$ cat config.mk
export PLATFORM = sky130hd
export DESIGN_NAME = vtcl_locator
export DESIGN_NICKNAME = d
export VERILOG_FILES = /design/src/vtcl_pkg.sv /design/src/vtcl_pdh_locator.sv /design/src/vtcl_locator.sv
export SDC_FILE = /design/constraint.sdc
export NUM_CORES = 1
export LEC_CHECK = 0
export BUFFER_PORTS_ARGS = -buffer_cell sky130_fd_sc_hd__clkbuf_2
export CAP_MARGIN = 10
export CORE_MARGIN = 2
export CORE_UTILIZATION = 35
export DETAILED_ROUTE_END_ITERATION = 8
export GPL_TIMING_DRIVEN = 1
export PLACE_DENSITY = 0.53
export SYNTH_ARGS = -nofsm -noshare
export SYNTH_HDL_FRONTEND = slang
export SYNTH_SLANG_ARGS = --single-unit
$ cat constraint.sdc
create_clock -name i_clock -period 3.3 [get_ports i_clock]
set_input_delay 0.66 -clock i_clock [delete_from_list [all_inputs] [get_ports i_clock]]
set_output_delay 0.66 -clock i_clock [all_outputs]
set_load 0.1 [all_outputs]
$ cat src/vtcl_pkg.sv
package vtcl_pkg;

    // VC-4 column geometry
    localparam logic [8:0] VTCL_COL_FIRST = 9'h001;
    localparam logic [8:0] VTCL_COL_TUG_FIRST = 9'h004;
    localparam logic [8:0] VTCL_COL_GRP_FIRST = 9'h00A;
    localparam logic [8:0] VTCL_COL_LAST = 9'h105;
    localparam logic [8:0] VTCL_COL_SAT = 9'h1FF;

    // Tributary address ranges
    localparam logic [1:0] VTCL_NUM_K = 2'h3;
    localparam logic [2:0] VTCL_NUM_L = 3'h7;
    localparam logic [1:0] VTCL_NUM_M = 2'h3;
    localparam logic [6:0] VTCL_TU3_COLS = 7'h56;
    localparam logic [3:0] VTCL_TU2_COLS = 4'hC;
    localparam logic [2:0] VTCL_TU12_COLS = 3'h4;

    // PDH frames: four bit-interleaved columns, payload row window
    localparam logic [1:0] VTCL_PDH_LAST_COL = 2'h3;
    localparam logic [9:0] VTCL_E2_ROW_FIRST = 10'h004;
    localparam logic [9:0] VTCL_E2_ROW_LAST = 10'h0D4;
    localparam logic [9:0] VTCL_E3_ROW_FIRST = 10'h004;
    localparam logic [9:0] VTCL_E3_ROW_LAST = 10'h180;
    localparam logic [9:0] VTCL_E4_ROW_FIRST = 10'h005;
    localparam logic [9:0] VTCL_E4_ROW_LAST = 10'h2DC;

    // Supervision defaults
    localparam logic [3:0] VTCL_FAIL_ROWS = 4'h8;
    localparam logic [15:0] VTCL_P_SAT = 16'hFFFF;
    localparam logic [3:0] VTCL_REI_SAT = 4'hF;

    typedef enum logic [1:0] {
        VTCL_TU3 = 2'b00,
        VTCL_TU2 = 2'b01,
        VTCL_TU12 = 2'b10
    } vtcl_mode_t;

    typedef enum logic [1:0] {
        VTCL_PDH_E2 = 2'b00,
        VTCL_PDH_E3 = 2'b01,
        VTCL_PDH_E4 = 2'b10
    } vtcl_pdh_fmt_t;

    typedef struct packed {
        logic valid;
        logic first;
    } vtcl_strobe_t;

    typedef struct packed {
        logic [1:0] k;
        logic [2:0] l;
        logic [1:0] m;
    } vtcl_addr_t;

    typedef struct packed {
        logic valid;
        logic no_tug;
        logic stuff;
        vtcl_addr_t addr;
        logic [6:0] x;
    } vtcl_loc_t;

    typedef struct packed {
        logic valid;
        logic payload;
        logic [2:0] trib;
        logic [9:0] row;
    } vtcl_pdh_loc_t;

    // Boolean d/c/f/a classes, integer p class and integer REI action
    typedef struct packed {
        logic d_row_len;
        logic c_row_len;
        logic f_row_len;
        logic a_ais;
        logic n_row_len;
        logic [15:0] p_err_rows;
        logic [3:0] a_rei;
    } vtcl_sup_t;

endpackage : vtcl_pkg

$ cat src/vtcl_pdh_locator.sv
`timescale 1ns/10ps
module vtcl_pdh_locator
    import vtcl_pkg::*;
(
    input wire logic i_clock,
    input wire logic i_srst,
    input wire vtcl_strobe_t i_bit,
    input wire vtcl_pdh_fmt_t i_fmt,
    output vtcl_pdh_loc_t o_loc
);

    function automatic logic [9:0] vtcl_row_first(input vtcl_pdh_fmt_t fmt);
        case (fmt)
            VTCL_PDH_E3: vtcl_row_first = VTCL_E3_ROW_FIRST;
            VTCL_PDH_E4: vtcl_row_first = VTCL_E4_ROW_FIRST;
            default: vtcl_row_first = VTCL_E2_ROW_FIRST;
        endcase
    endfunction : vtcl_row_first

    function automatic logic [9:0] vtcl_row_last(input vtcl_pdh_fmt_t fmt);
        case (fmt)
            VTCL_PDH_E3: vtcl_row_last = VTCL_E3_ROW_LAST;
            VTCL_PDH_E4: vtcl_row_last = VTCL_E4_ROW_LAST;
            default: vtcl_row_last = VTCL_E2_ROW_LAST;
        endcase
    endfunction : vtcl_row_last

    logic [1:0] col_q;
    logic [1:0] col_d;
    logic [9:0] row_q;
    logic [9:0] row_d;
    logic in_payload;

    // One tributary per bit, cycling through the four columns
    assign col_d = i_bit.first ? 2'h0 : col_q + 2'h1;
    assign row_d = i_bit.first ? 10'h001 :
                   (col_q == VTCL_PDH_LAST_COL) ? row_q + 10'h001 : row_q;
    assign in_payload = (row_d >= vtcl_row_first(i_fmt)) &&
                        (row_d <= vtcl_row_last(i_fmt));

    always_ff @(posedge i_clock) begin
        if (i_srst) begin
            col_q <= 2'h3;
            row_q <= 10'h000;
            o_loc <= '0;
        end else begin
            o_loc.valid <= i_bit.valid;
            if (i_bit.valid) begin
                col_q <= col_d;
                row_q <= row_d;
                o_loc.payload <= in_payload;
                o_loc.trib <= {1'b0, col_d} + 3'h1;
                o_loc.row <= row_d;
            end
        end
    end

endmodule : vtcl_pdh_locator

$ cat src/vtcl_locator.sv
`timescale 1ns/10ps
// What this block does
// TUG-3 k owns VC-4 columns 3+k, 6+k, ... up to 258+k.
// Each TUG-3 holds TUG-2 groups 1..7, each holding TU-12s 1..3.
// TU-12 (K,L,M) column X is 10+(K-1)+3(L-1)+21(M-1)+63(X-1), X 1..4.
// TU-2 (K,L,0) column X is 10+(K-1)+3(L-1)+21(X-1), X 1..12.
// TU-3 (K,0,0) column X is 4+(K-1)+3(X-1), X 1..86.
// 8448 kbit/s frame: column n, rows 4..212 carry 2 Mbit/s tributary n.
// 34368 kbit/s frame: column n, rows 4..384 carry 8 Mbit/s tributary n.
// 139264 kbit/s frame: column n, rows 5..732 carry 34 Mbit/s tributary n.
// PDH formats interleave per bit; SDH structures interleave per byte.
// Supervision names: class letter d, c, f, a, p or n, then kind.
// d, c, f and most a are single bits; p and REI action are integers.
// Connection point id is the access point number extended by the address.
// Each payload column reports its owner address; columns below 4 flagged.
module vtcl_locator
    import vtcl_pkg::*;
#(
    parameter int AP_W = 8
)
(
    input wire logic i_clock,
    input wire logic i_srst,
    input wire vtcl_strobe_t i_byte,
    input wire vtcl_mode_t [2:0] i_mode,
    input wire logic [AP_W-1:0] i_ap_num,
    input wire logic i_srv_ais,
    input wire logic i_period,
    input wire vtcl_strobe_t i_bit,
    input wire vtcl_pdh_fmt_t i_pdh_fmt,
    output vtcl_loc_t o_loc,
    output logic [AP_W+6:0] o_cp_id,
    output vtcl_sup_t o_sup,
    output vtcl_pdh_loc_t o_pdh
);

    function automatic vtcl_mode_t vtcl_mode_of(input vtcl_mode_t [2:0] modes,
                                                input logic [1:0] k);
        case (k)
            2'h2: vtcl_mode_of = modes[1];
            2'h3: vtcl_mode_of = modes[2];
            default: vtcl_mode_of = modes[0];
        endcase
    endfunction : vtcl_mode_of

    // Counters hold the position of the last accepted column
    logic [8:0] col_q;
    logic [1:0] k_q;
    logic [2:0] l_q;
    logic [1:0] m_q;
    logic [2:0] x12_q;
    logic [3:0] tu2x_q;
    logic [6:0] tu3x_q;
    logic row_seen_q;
    logic [3:0] fail_cnt_q;
    logic [3:0] per_err_q;

    logic [8:0] col_n;
    logic in_tug;
    logic at_tug_first;
    logic at_grp_first;
    logic in_grp;
    logic k_wrap;
    logic g_step;
    logic l_wrap;
    logic m_wrap;
    logic [1:0] k_n;
    logic [2:0] l_n;
    logic [1:0] m_n;
    logic [2:0] x12_n;
    logic [3:0] tu2x_n;
    logic [6:0] tu3x_n;
    vtcl_mode_t mode_n;
    vtcl_addr_t addr_n;
    logic [6:0] x_n;
    logic stuff_n;
    logic row_bad;
    logic row_good;
    logic cause_n;

    // Column count per byte; holds at the top if the row start never comes
    assign col_n = i_byte.first ? VTCL_COL_FIRST :
                   (col_q == VTCL_COL_SAT) ? col_q : col_q + 9'h001;
    assign in_tug = (col_n >= VTCL_COL_TUG_FIRST) && (col_n <= VTCL_COL_LAST);
    assign at_tug_first = (col_n == VTCL_COL_TUG_FIRST);
    assign at_grp_first = (col_n == VTCL_COL_GRP_FIRST);
    assign in_grp = in_tug && (col_n > VTCL_COL_GRP_FIRST);
    assign k_wrap = (k_q == VTCL_NUM_K);
    assign g_step = in_grp && k_wrap;
    assign l_wrap = g_step && (l_q == VTCL_NUM_L);
    assign m_wrap = l_wrap && (m_q == VTCL_NUM_M);

    // TUG-3 number cycles 1..3 on every column from column 4 to column 261
    assign k_n = !in_tug ? 2'h0 :
                 at_tug_first ? 2'h1 :
                 k_wrap ? 2'h1 : k_q + 2'h1;
    assign tu3x_n = !in_tug ? 7'h00 :
                    at_tug_first ? 7'h01 :
                    k_wrap ? tu3x_q + 7'h01 : tu3x_q;

    // Group numbering starts at column 10; L steps once per three columns
    assign l_n = !(in_grp || at_grp_first) ? 3'h0 :
                 at_grp_first ? 3'h1 :
                 !g_step ? l_q :
                 (l_q == VTCL_NUM_L) ? 3'h1 : l_q + 3'h1;
    assign m_n = !(in_grp || at_grp_first) ? 2'h0 :
                 at_grp_first ? 2'h1 :
                 !l_wrap ? m_q :
                 (m_q == VTCL_NUM_M) ? 2'h1 : m_q + 2'h1;
    assign tu2x_n = !(in_grp || at_grp_first) ? 4'h0 :
                    at_grp_first ? 4'h1 :
                    l_wrap ? tu2x_q + 4'h1 : tu2x_q;
    assign x12_n = !(in_grp || at_grp_first) ? 3'h0 :
                   at_grp_first ? 3'h1 :
                   m_wrap ? x12_q + 3'h1 : x12_q;

    // Per-TUG-3 structure decides which digits and which column index apply
    assign mode_n = vtcl_mode_of(i_mode, k_n);
    assign stuff_n = in_tug && (mode_n != VTCL_TU3) && (col_n < VTCL_COL_GRP_FIRST);
    assign addr_n.k = k_n;
    assign addr_n.l = (mode_n == VTCL_TU3 || stuff_n) ? 3'h0 : l_n;
    assign addr_n.m = (mode_n == VTCL_TU12 && !stuff_n) ? m_n : 2'h0;
    assign x_n = stuff_n ? 7'h00 :
                 (mode_n == VTCL_TU3) ? tu3x_n :
                 (mode_n == VTCL_TU2) ? {3'h0, tu2x_n} : {4'h0, x12_n};

    // Row length check: a row start must follow exactly the last column
    assign row_bad = i_byte.valid && i_byte.first && row_seen_q &&
                     (col_q != VTCL_COL_LAST);
    assign row_good = i_byte.valid && i_byte.first && row_seen_q &&
                      (col_q == VTCL_COL_LAST);
    // Defect is not reported as a cause while the server signals AIS
    assign cause_n = o_sup.d_row_len && !i_srv_ais;

    always_ff @(posedge i_clock) begin
        if (i_srst) begin
            col_q <= VTCL_COL_SAT;
            k_q <= 2'h0;
            l_q <= 3'h0;
            m_q <= 2'h0;
            x12_q <= 3'h0;
            tu2x_q <= 4'h0;
            tu3x_q <= 7'h00;
            row_seen_q <= 1'b0;
            o_loc <= '0;
            o_cp_id <= '0;
        end else begin
            o_loc.valid <= i_byte.valid;
            if (i_byte.valid) begin
                col_q <= col_n;
                k_q <= k_n;
                l_q <= l_n;
                m_q <= m_n;
                x12_q <= x12_n;
                tu2x_q <= tu2x_n;
                tu3x_q <= tu3x_n;
                row_seen_q <= row_seen_q || i_byte.first;
                o_loc.no_tug <= !in_tug;
                o_loc.stuff <= stuff_n;
                o_loc.addr <= addr_n;
                o_loc.x <= x_n;
                o_cp_id <= {i_ap_num, addr_n};
            end
        end
    end

    // Supervision: one-bit d, c, f, a and n; integer p and REI
    always_ff @(posedge i_clock) begin
        if (i_srst) begin
            o_sup <= '0;
            fail_cnt_q <= 4'h0;
            per_err_q <= 4'h0;
        end else begin
            o_sup.n_row_len <= row_bad;
            if (row_bad) begin
                o_sup.d_row_len <= 1'b1;
            end else if (row_good) begin
                o_sup.d_row_len <= 1'b0;
            end
            o_sup.c_row_len <= cause_n;
            if (!cause_n) begin
                fail_cnt_q <= 4'h0;
                o_sup.f_row_len <= 1'b0;
            end else if (i_byte.valid && i_byte.first) begin
                if (fail_cnt_q == VTCL_FAIL_ROWS) begin
                    o_sup.f_row_len <= 1'b1;
                end else begin
                    fail_cnt_q <= fail_cnt_q + 4'h1;
                end
            end
            o_sup.a_ais <= o_sup.f_row_len;
            if (row_bad && o_sup.p_err_rows != VTCL_P_SAT) begin
                o_sup.p_err_rows <= o_sup.p_err_rows + 16'h0001;
            end
            // A period tick loads the errored-row count; an error in that cycle is kept
            if (i_period) begin
                o_sup.a_rei <= per_err_q;
                per_err_q <= row_bad ? 4'h1 : 4'h0;
            end else if (row_bad && per_err_q != VTCL_REI_SAT) begin
                per_err_q <= per_err_q + 4'h1;
            end
        end
    end

    vtcl_pdh_locator u_pdh (
        .i_clock(i_clock),
        .i_srst(i_srst),
        .i_bit(i_bit),
        .i_fmt(i_pdh_fmt),
        .o_loc(o_pdh)
    );

endmodule : vtcl_locator

Word level (Yosys, flattened, before mapping)

Cells that the tools add are included.

Add/subtract/negate cells: 13
Order comparisons: 6
Equal/unequal tests: 18
Mux-type cells: 38
Bitwise gates (word level): 2
Reduce and logical (&&, ||, !) cells: 29

Operator list:

| kind                                                                                 | number |
|---|---|
| 7-bit two-way mux                                                                    | 5 |
| 3-bit two-way mux                                                                    | 8 |
| 4-bit two-way mux                                                                    | 6 |
| 10-bit two-way mux                                                                   | 2 |
| 10-bit one-hot mux with 2 select lines                                               | 1 |
| 9-bit == test (second input constant)                                                | 2 |
| 2-bit two-way mux                                                                    | 9 |
| 9-bit two-way mux                                                                    | 2 |
| 16-bit by 1-bit adder with 16-bit output (second input constant)                     | 1 |
| 1-bit logical AND                                                                    | 16 |
| 16-bit inequality test (second input constant)                                       | 1 |
| 2-bit == test (second input constant)                                                | 7 |
| 4-bit by 1-bit adder with 4-bit output (second input constant)                       | 3 |
| 10-bit by 1-bit adder with 10-bit output (second input constant)                     | 1 |
| 10-bit by 3-bit greater-or-equal comparator with 1-bit output                        | 1 |
| 10-bit less-or-equal comparator                                                      | 1 |
| 9-bit by 1-bit adder with 9-bit output (second input constant)                       | 1 |
| 9-bit by 3-bit == test with 1-bit output (second input constant)                     | 1 |
| 9-bit by 4-bit == test with 1-bit output (second input constant)                     | 1 |
| 9-bit by 3-bit greater-or-equal comparator with 1-bit output (second input constant) | 1 |
| 9-bit by 4-bit greater-than comparator with 1-bit output (second input constant)     | 1 |
| 9-bit less-or-equal comparator (second input constant)                               | 1 |
| 9-bit by 4-bit < comparator with 1-bit output (second input constant)                | 1 |
| 9-bit inequality test (second input constant)                                        | 1 |
| other kinds (17)                                                                     | 32 |

Flip-flop bits (word level): 111
Output and inout port bits: 72

Longest topological paths before layout

Gate-level depths: netlist (run 1).

Word-level depth: 15
Mapped depth: 13

Hierarchy

Synthesis (run 1) repeated with hierarchy kept, for this count alone.

Cells, all modules: 662
Area total of the unflattened synthesis: 5,818.1 um^2

By module, submodules not included:

| module           | times used | cells each | area an instance (um^2) | sequential area each (um^2) |
|---|---|---|---|---|
| vtcl_locator     | 1          | 523        | 4,640.7                 | 1,741.7 |
| vtcl_pdh_locator | 1          | 139        | 1,177.4                 | 340.3 |

Least setup slack after synthesis (run 1)

Ideal clock, no wire load.

Kind: register to register
From: register col_q[0]
To: register o_loc[1] (netlist bit)
Setup time: 0.119 ns
Data arrival time: 3.024 ns
Data required time: 3.181 ns
Setup slack: 0.157 ns
Stages on the path, launching flop included: 11
Buffers on the path: 1
Period minus slack after synthesis: 3.143 ns
Cells stage by stage: dfxtp_1 > ha_1 > and4_1 > buf_4 > a21boi_2 > or3_1 > nor3b_1 > a221oi_2 > mux2_2 > or3_1 > a32o_1

Cells in the longest elaborated chain, start to end: 15
Elaborated cells between the ends (all ways): 37
Classes of those cells: 1 x add/sub; 4 x order compare; 6 x eq/ne; 16 x mux; 10 x reduce/logical

Ends and longest elaborated chain:

| element                                                                                                               | RTL line            | source |
|---|---|---|
| from (decl)                                                                                                           | vtcl_locator.sv:47  | `logic [8:0] col_q;` |
| from (signal assigned)                                                                                                | vtcl_locator.sv:150 | `col_q <= col_n;` |
| 9-bit by 1-bit adder with 9-bit output / 9-bit == test (equally long branches)                                        | vtcl_locator.sv:83  | `(col_q == VTCL_COL_SAT) ? col_q : col_q + 9'h001;` |
| 9-bit two-way mux (*)                                                                                                 | vtcl_locator.sv:83  |  |
| 9-bit two-way mux (*)                                                                                                 | vtcl_locator.sv:82  | `assign col_n = i_byte.first ? VTCL_COL_FIRST :` |
| parallel branches: the longest is 11 deep, another holds 9-bit by 3-bit greater-or-equal comparator with 1-bit output | -                   |  |
| 7-bit two-way mux (*)                                                                                                 | vtcl_locator.sv:123 | `assign x_n = stuff_n ? 7'h00 :` |
| to (decl)                                                                                                             | vtcl_locator.sv:31  | `output vtcl_loc_t o_loc,` |

Every way passes the cells marked *.
A chain may end at the register's enable or synchronous reset.

Final worst setup path (run 1)

From: register col_q[3]
To: register o_loc[1] (netlist bit)

Same word-level chain as after synthesis.

==> results of run 1 <==
[cells by family (layout without fill, tap and decap cells)]
family	Yosys count	after routing	share of synthesized area [%]
AO/OA/AOI/OAI	133	133	17.1
flip-flops	104	104	37.9
XOR/XNOR	35	35	5.58
AND/OR/NAND/NOR	267	267	23.0
buffers and inverters	66	154	5.49
multiplexers	29	29	5.46
adder cells (fa/ha/maj)	24	24	5.46
[flip-flops by register name, indices dropped and copies added (netlist names)]
| signal | count |
|---|---|
| l_q | 3 |
| per_err_q | 4 |
| tu3x_q | 7 |
| col_q | 9 |
| row_seen_q | 1 |
| u_pdh.o_loc | 15 |
| o_loc | 13 |
| o_cp_id | 12 |
| tu2x_q | 4 |
| o_sup | 25 |
| m_q | 2 |
| fail_cnt_q | 4 |
| x12_q | 3 |
| u_pdh.col_q | 2 |
[routing by layer]
metal,global-route usage (%),wire [um],vias to the layer above
li1,-,-,2477
met1,22.5,6490,2256
met2,25.4,5920,89
met3,5.04,780,13
met4,4.48,158,0
met5,0,0,-
[worst min path at each step]
stage                    start         endpoint  slack (ns)  cells past startpoint
6_report             tu3x_q[6]        tu3x_q[6]        0.47                      1
2_1_floorplan       row_seen_q       row_seen_q        0.44                      2
3_3_place_gp   u_pdh.o_loc[10]  u_pdh.o_loc[10]        0.44                      1
5_1_grt              tu3x_q[6]        tu3x_q[6]        0.50                      1
3_5_place_dp         o_loc[15]        o_loc[15]        0.46                      2
4_1_cts              o_loc[15]        o_loc[15]        0.47                      2
[cell usage in the layout (no fill, tap or decap), types with 5 or more instances in the layout]
| cell type | count |
|---|---|
| nand4_1 | 15 |
| clkbuf_16 | 9 |
| mux2_2 | 5 |
| nand2_1 | 48 |
| buf_4 | 18 |
| o21ai_0 | 30 |
| inv_1 | 24 |
| a32oi_1 | 6 |
| o21a_1 | 5 |
| mux2i_1 | 23 |
| nor3_1 | 17 |
| nand3_1 | 17 |
| dfxtp_1 | 104 |
| and2_1 | 5 |
| or3_1 | 6 |
| and3_1 | 5 |
| nor2_1 | 116 |
| nand2b_1 | 6 |
| or2_2 | 6 |
| a211oi_1 | 5 |
| xnor2_1 | 13 |
| clkbuf_2 | 95 |
| xor2_1 | 22 |
| ha_1 | 24 |
| a21oi_1 | 33 |
| a22o_1 | 6 |
| nor2b_1 | 7 |
[report_power, final]
part / total [uW] / switching (uW) / internal (uW) / leakage, uW
sequential: 1320 / 33.1 / 1290 / 0.000845
clock: 1130 / 512 / 621 / 0.000155
combinational: 517 / 363 / 154 / 0.00182
[synth_stat cells (7+ instances only)]
cell	count
clkbuf_1	21
o21ai_0	30
xnor2_1	13
nor2b_1	7
a21oi_1	33
nand4_1	15
nand2_1	48
nor3_1	18
dfxtp_1	104
mux2i_1	23
xor2_1	22
ha_1	24
inv_1	24
nand3_1	17
nor2_1	117
buf_4	9
[timing repair]
item / 4_1_cts / 5_1_grt
endpoints found under the setup margin: 0 / 3
resized for setup: 0 / 3
buffers inserted: 0 / 1
[cell type report]
cell class | instances | area share (%)
inverters | 25 | 1.45
well taps | 211 | 4.07
clock inverters | 6 | 1.12
flip-flops and latches | 104 | 32.1
repair buffers | 113 | 9.42
multi-input cells | 488 | 48.1
clock buffers | 10 | 3.69
[metrics by stage]
step / total power, uW / cell area (um2) / setup slack, ns
finish: 2970 / 6480 / 0.175
CTS: 3010 / 6470 / 0.138
global route: 3110 / 6480 / -0.00339
detailed placement: 1860 / 6160 / 0.137
floorplan: 1750 / 5500 / 0.157
global placement: 1860 / 6160 / 0.207
==> impl_metrics.yaml, run 1 <==
status:
  status: "finished clean"
job:
  cap_violations: 0
floorplan:
  io_pins: 96
  core_area_um2: 15300
  rows: 45
  dieHeight_um: 129
  die_w_um: 129
  dieArea_um2: 16700
  start_util_pct: 36.0
synthesis:
  synth_top_cell_area_share_pct: 37.9
  synth-edff-count: 0
  ys_ff_latch: 104
  synthFlopType: "dfxtp_1"
  yosys-top-cells-area: "dfxtp_1 (38%), nor2_1 (8.0%), ha_1 (5.5%), mux2i_1 (4.2%), xor2_1 (3.5%)"
  syn-num-nets: 706
  synth.distinct_cells: 67
  synth-warning-count: 0
  synth_top_area_cell: "dfxtp_1"
  synthCells: 658
  synth_async_sr_flop_share_pct: 0
  synth_area_um2: 5500
  yosysSeqAreaShare_pct: 37.9
  synth.avg_cell_area_um2: 8.35
setup_path:
  cp_num_cells: 8
  r2r-start: "col_q[3]"
  cp_top_family: "simple AND/OR/NAND/NOR gates"
  cp_max_fo: 9
  path_cells: "and4_2 > a21boi_2 > or3_1 > nor3b_1 > a221oi_2 > mux2_2 > or3_1 > a32o_1"
  endpoint_kind: "flop"
  critical_path_class: "flop to flop"
  cp-startpoint: "col_q[3]"
  r2r-end: "o_loc[1]"
  crit_arrival_ns: 3.37
  cp_slowest_cell: "dfxtp_1"
  endpoint: "o_loc[1]"
  reg2reg_slack_ns: 0.18
  startpoint_type: "flop"
  crit_top_cell: "or3_1"
  cp.required_ns: 3.55
  max_stage_delay_ns: 0.53
  reg2regPathDepth: 8
  path_buf_inv: 0
worst_hold_path:
  hp-class: "flop to flop"
layout:
  num-fill-cells: 1542
  area_growth_pct: 18.0
  register_area_um2: 2080
  fin_util_pct: 42.5
  fin_nets: 789
  diodes: 0
  final_cells: 957
  drive_gt1_share_pct: 21.2
  multi_input_area_um2: 3120
timing:
  worstMarginPinSlew_ns: 0.563
  hold_violations: 0
  period_share_pct: 94.7
  relSlewSlack_pct: 62.6
  final.setup_skew_ns: 0.00687
  fin_crit_ns: 3.12
  max_freq_mhz: 320
  finalMaxSlewViolations: 0
  setup_tns_ns: 0
  setup_violations: 0
  fin_hold_ws_ns: 0.475
global_route:
  grt_pass1_wl_mm: 22.2
  grt_max_degree: 39
  grt_usage_pct: 16.5
  grt_pass1_vias: 4481
  gr-total-overflow: 0
  antenna_found_initial: 0
cts:
  cts_root_buffer: "clkbuf_16"
  clock-sinks: 104
  h-tree-depth: 3
  clkTransAtPathRegs_ns: 0.07
  holdBufCountCts: 0
  cts_buffers: 9
  cts_tree: "built"
  clk_latency_ns: 0.35
  clk_path_buf_depth: 2
detailed_routing:
  dr_total_vias: 4835
  drtIter0Drc: 259
  dr.pass1.iters: 4
  wl_mm: 13.4
  drc: 0
  ant_nets: 0
  viasPerCell: 5.05
  wire_per_inst_um: 13.9
placed_design:
  portBuffers: 95
  routabilityCongestion: 0.903
  dpl.cell_count: 940
  dp_hpwl_mm: 9.63
power:
  cellLeakagePower_uw: 0.00282
  power.density_nw_per_um2: 458
  peakVddDrop_mv: 0.248
Note: power is estimated with default switching activity, not from simulation.
==> run 2, diff against run 1 <==
- CORE_UTILIZATION: 35 -> 51
- PLACE_DENSITY: 0.53 -> 0.74
- REMOVE_ABC_BUFFERS: unset -> 1
- SLEW_MARGIN: unset -> 20
==> run 2 against run 1 <==
Maximum frequency shrank 1.3%. Final cell count shrank 8.7%. Core utilization grew 17 points. Via count grew 0.99%. Non-clock buffer count shrank 8. Largest power group unchanged. Die area shrank 30%. Critical path depth is the same. Clock skew grew 0.0040 ns. Sequential share of layout area grew 1.3 points. Final area shrank 3.9%. Sequential power is essentially flat.
==> impl_metrics.yaml, run 2 (synthesized netlist as in run 1, its figures left out) <==
status:
  status: "finished clean"
timing:
  fin_hold_ws_ns: 0.483
  hold_violations: 0
  setup_tns_ns: 0
  final.setup_skew_ns: 0.0108
  fin_crit_ns: 3.16
  finalMaxSlewViolations: 0
  max_freq_mhz: 316
  fin_ws_ns: 0.136
  relSlewSlack_pct: 63.0
  period_share_pct: 95.9
  worstMarginPinSlew_ns: 0.558
  setup_violations: 0
floorplan:
  dieHeight_um: 108
  dieArea_um2: 11600
  io_pins: 96
  start_util_pct: 52.8
  core_area_um2: 10400
  die_w_um: 108
  rows: 37
global_route:
  antenna_found_initial: 0
  grt_usage_pct: 22.4
  gr-total-overflow: 0
  grt_pass1_vias: 4720
  grt_pass1_wl_mm: 21.3
  grt_max_degree: 77
placed_design:
  place_ws_ns: 0.0262
  routabilityCongestion: 0.889
  portBuffers: 95
  dp_hpwl_mm: 9.16
  dpl_cell_area_um2: 6020
cts:
  clk_path_buf_depth: 2
  h-tree-depth: 3
  post_cts_buffers: 0
  cts_root_buffer: "clkbuf_8"
  clock-sinks: 104
  clk_latency_ns: 0.37
  cts_buffers: 9
  clkTransAtPathRegs_ns: 0.10
  cts_tree: "built"
setup_path:
  max_stage_delay_ns: 0.53
  cp_max_fo: 9
  startpoint_type: "flop"
  critical_path_class: "flop to flop"
  cp.required_ns: 3.57
  path_cells: "and4_1 > a21boi_2 > or3_1 > nor3b_1 > a221oi_2 > mux2_2 > or3_1 > a32o_1"
  crit_arrival_ns: 3.43
  crit_top_cell: "or3_1"
  endpoint_kind: "flop"
  cp_slowest_cell: "dfxtp_1"
layout:
  finalInstanceArea_um2: 6230
  area_growth_pct: 13.4
  num-fill-cells: 989
  largest_reg_flops: 25
  final_cell_mix: "nor2_1 (117), dfxtp_1 (102), clkbuf_2 (95)"
  diodes: 0
  top_regs: "o_sup x25, u_pdh.o_loc x15, o_loc x13"
  drive_gt1_share_pct: 20.3
  final_common_cell: "nor2_1"
  largest-register: "o_sup"
  fin_nets: 781
power:
  power.density_nw_per_um2: 416
  p_total_uw: 2590
  cellLeakagePower_uw: 0.00273
  peakVddDrop_mv: 0.291
detailed_routing:
  drtIter0Drc: 260
  dr.pass1.iters: 4
  viasPerCell: 5.59
  wire_per_inst_um: 14.3
  dr_total_vias: 4883
  wl_mm: 12.5
  ant_nets: 0
  drc: 0
job:
  cap_violations: 0
worst_hold_path:
  hp-class: "flop to flop"
[run 2: path summary, 6_finish.rpt]
check | from | end | slack, ns | depth (start not counted)
worst max-delay path | col_q[3] | o_loc[1] | 0.14 | 8
worst min-delay path | u_pdh.o_loc[10] | u_pdh.o_loc[10] | 0.48 | 1
worst min register to register | u_pdh.o_loc[10] | u_pdh.o_loc[10] | 0.48 | 1
worst max register to register | col_q[3] | o_loc[1] | 0.14 | 8
[run 2: area by class of cell]
class / count / area [um2] / area share (%)
flip-flops and latches: 104 / 2080 / 33.5
clock inverters: 4 / 36.3 / 0.582
clock buffers: 12 / 155 / 2.49
multi-input cells: 488 / 3130 / 50.2
repair buffers: 105 / 563 / 9.04
well taps: 136 / 170 / 2.73
inverters: 25 / 93.8 / 1.51
[run 2: per-layer routing]
metal / share of wire (%) / GRT usage [%] / wire length (um) / up-vias
li1: - / - / - / 2450
met4: 1.1 / 6.50 / 136 / 0
met1: 46 / 29.1 / 5770 / 2289
met5: 0 / 0 / 0 / -
met2: 47 / 37.4 / 5870 / 134
met3: 5.5 / 4.66 / 686 / 10
[run 2: power by group]
part / internal (uW) / switching [uW] / leakage (uW) / total [uW]
registers: 1290 / 37.9 / 0.000844 / 1320
clock network: 326 / 439 / 0.0000951 / 765
logic: 146 / 356 / 0.00179 / 502
total: 1760 / 833 / 0.00273 / 2590
[run 2: per-stage QoR]
stage               cells  util, %
floorplan             617        -
CTS                   874     59.7
global route          874     59.8
detailed placement    858     57.8
global placement      858     57.8
finish                874     59.8
[run 2: what timing repair did]
| item | 4_1_cts | 5_1_grt |
|---|---|---|
| hold buffers | 0 | 0 |
| endpoints found under the setup margin | 0 | 9 |
| resized for setup | 0 | 5 |
[run 2: worst max-delay path, delay by kind of cell (launching register included)]
kind	cells	cell delay [ns]
AOI/OAI and AO/OA	3	0.70
DFF	1	0.53
muxes	1	0.46
and+or+nand+nor	4	1.37
==> run 3, diff against run 2 <==
==> constraint.sdc (replaced) <==
create_clock -name i_clock -period 3.3 [get_ports i_clock]
set_input_delay 0.165 -clock i_clock [delete_from_list [all_inputs] [get_ports i_clock]]
set_output_delay 0.165 -clock i_clock [all_outputs]
set_load 0.1 [all_outputs]
==> run 3 against run 2 <==
Sequential power hardly changed. Largest cell class unchanged. Global-route usage is 0.25 points lower. Largest power group unchanged. Final cell count is 0.23% higher. Sequential share of layout area is 0.094 points lower. Maximum frequency hardly changed. Hold slack worse by 0.45 ns. Clock-buffer cell count is 3 lower.
==> impl_metrics.yaml, run 3 (synthesized netlist as in run 1, its figures left out) <==
power:
  cellLeakagePower_uw: 0.00274
  peakVddDrop_mv: 0.238
  p_total_uw: 2660
  power.density_nw_per_um2: 426
global_route:
  gr-total-overflow: 0
  grt_pass1_wl_mm: 21.1
  grt_max_degree: 45
  grt_usage_pct: 22.1
  antenna_found_initial: 0
  grt_pass1_vias: 4642
detailed_routing:
  wl_met1_mm: 5.60
  wl_met2_mm: 5.85
  viasPerCell: 5.59
  dr.pass1.iters: 4
  drc: 0
  wire_per_inst_um: 14.3
  top_layer_used: "met4"
  wl_met3_um: 908
  wl_mm: 12.5
  dr_total_vias: 4898
  ant_nets: 0
  drtIter0Drc: 179
timing:
  period_share_pct: 95.8
  setup_tns_ns: 0
  final.setup_skew_ns: 0.00974
  relSlewSlack_pct: 53.2
  fin_crit_ns: 3.16
  finalMaxSlewViolations: 0
  worstMarginPinSlew_ns: 0.700
  max_freq_mhz: 316
  setup_violations: 0
  hold_violations: 0
layout:
  finalInstanceArea_um2: 6240
  register_area_um2: 2080
  top_regs: "o_sup x25, u_pdh.o_loc x15, o_loc x13"
  multi_input_area_um2: 3130
  area_growth_pct: 13.5
  largest-register: "o_sup"
  final_cell_mix: "nor2_1 (116), dfxtp_1 (104), clkbuf_2 (95)"
  num-fill-cells: 967
  diodes: 0
  final_common_cell: "nor2_1"
  fin_nets: 783
  drive_gt1_share_pct: 20.5
  largest_reg_flops: 25
setup_path:
  cp_slowest_cell: "dfxtp_1"
  cp_max_fo: 12
  cp_top_family: "simple AND/OR/NAND/NOR gates"
  path_buf_inv: 0
  critical_path_class: "flop to flop"
  path_cells: "nand4_1 > nor3_1 > or3_1 > o2111ai_2 > a221oi_2 > mux2_2 > or3_1 > a32o_1"
  cp_num_cells: 8
  max_stage_delay_ns: 0.57
  crit_arrival_ns: 3.43
  endpoint_kind: "flop"
  cp.required_ns: 3.57
  reg2regPathDepth: 8
  crit_top_cell: "or3_1"
  startpoint_type: "flop"
cts:
  post_cts_buffers: 0
  h-tree-depth: 3
  cts_buffers: 9
  clk_latency_ns: 0.37
  cts_tree: "built"
  clk_path_buf_depth: 2
  clkTransAtPathRegs_ns: 0.10
  clock-sinks: 104
  cts_root_buffer: "clkbuf_8"
  holdBufCountCts: 0
floorplan:
  rows: 37
  dieArea_um2: 11600
  dieHeight_um: 108
  die_w_um: 108
  start_util_pct: 52.8
  io_pins: 96
  core_area_um2: 10400
status:
  status: "finished clean"
job:
  cap_violations: 0
worst_hold_path:
  hp-class: "primary input to flop"
  hold_depth: 3
placed_design:
  routabilityCongestion: 0.922
  portBuffers: 95
  dpl_cell_area_um2: 6020
  dp_hpwl_mm: 9.26
-- run 3: cell count changes in the layout (fill, tap and decap cells not counted), sizes merged --
cell / change
buf: +2
bufinv: +1
clkbuf: -3
clkinv: +2
clkinvlp: -1
inv: +1
-- run 3: cell type report --
type	count	area share, %
clock buffer	9	1.98
clock inverter	7	1.24
inverter	25	1.50
tap	136	2.73
multi-input combinational	488	50.1
sequential	104	33.4
timing repair buffer	107	9.06
-- run 3: report_power, final --
group | total [uW] | leakage, uW | internal, uW | switching [uW]
Clock | 826 | 0.000106 | 361 | 465
Sequential | 1320 | 0.000845 | 1290 | 35.9
Combinational | 508 | 0.00179 | 151 | 357
Total | 2660 | 0.00274 | 1800 | 858
-- run 3: final timing paths --
check / start / end / slack, ns
min: i_ap_num[5] / o_cp_id[12] / 0.03
min reg2reg: u_pdh.o_loc[10] / u_pdh.o_loc[10] / 0.47
max: col_q[5] / o_loc[1] / 0.14
max reg2reg: col_q[5] / o_loc[1] / 0.14
-- run 3: worst register-to-register path: cells and delay by family (launching register included) --
kind	cells	cell delay [ns]
compound gates	3	0.83
mux	1	0.46
simple gates	4	1.20
flops	1	0.57
-- run 3: repair_timing --
action,4_1_cts,5_1_grt
endpoints found under the hold margin,0,0
gates resized for setup,0,5
endpoints found under the setup margin,0,9
-- run 3: metrics by stage --
step	hold slack [ns]	cells	worst slack, ns	util (%)
after floorplan	0.232	617	-0.339	-
after global placement	0.399	860	0.209	57.8
final	0.0308	876	0.138	59.9
after global routing	0.0207	876	-0.0115	59.9
after CTS	0.0113	876	0.106	59.8
after detailed placement	0.415	860	0.117	57.8
-- run 3: layer usage --
layer	up-vias	track usage (%)
li1	2456	-
met1	2274	28.1
met2	152	36.7
met3	16	5.93
met4	0	6.78
met5	-	0
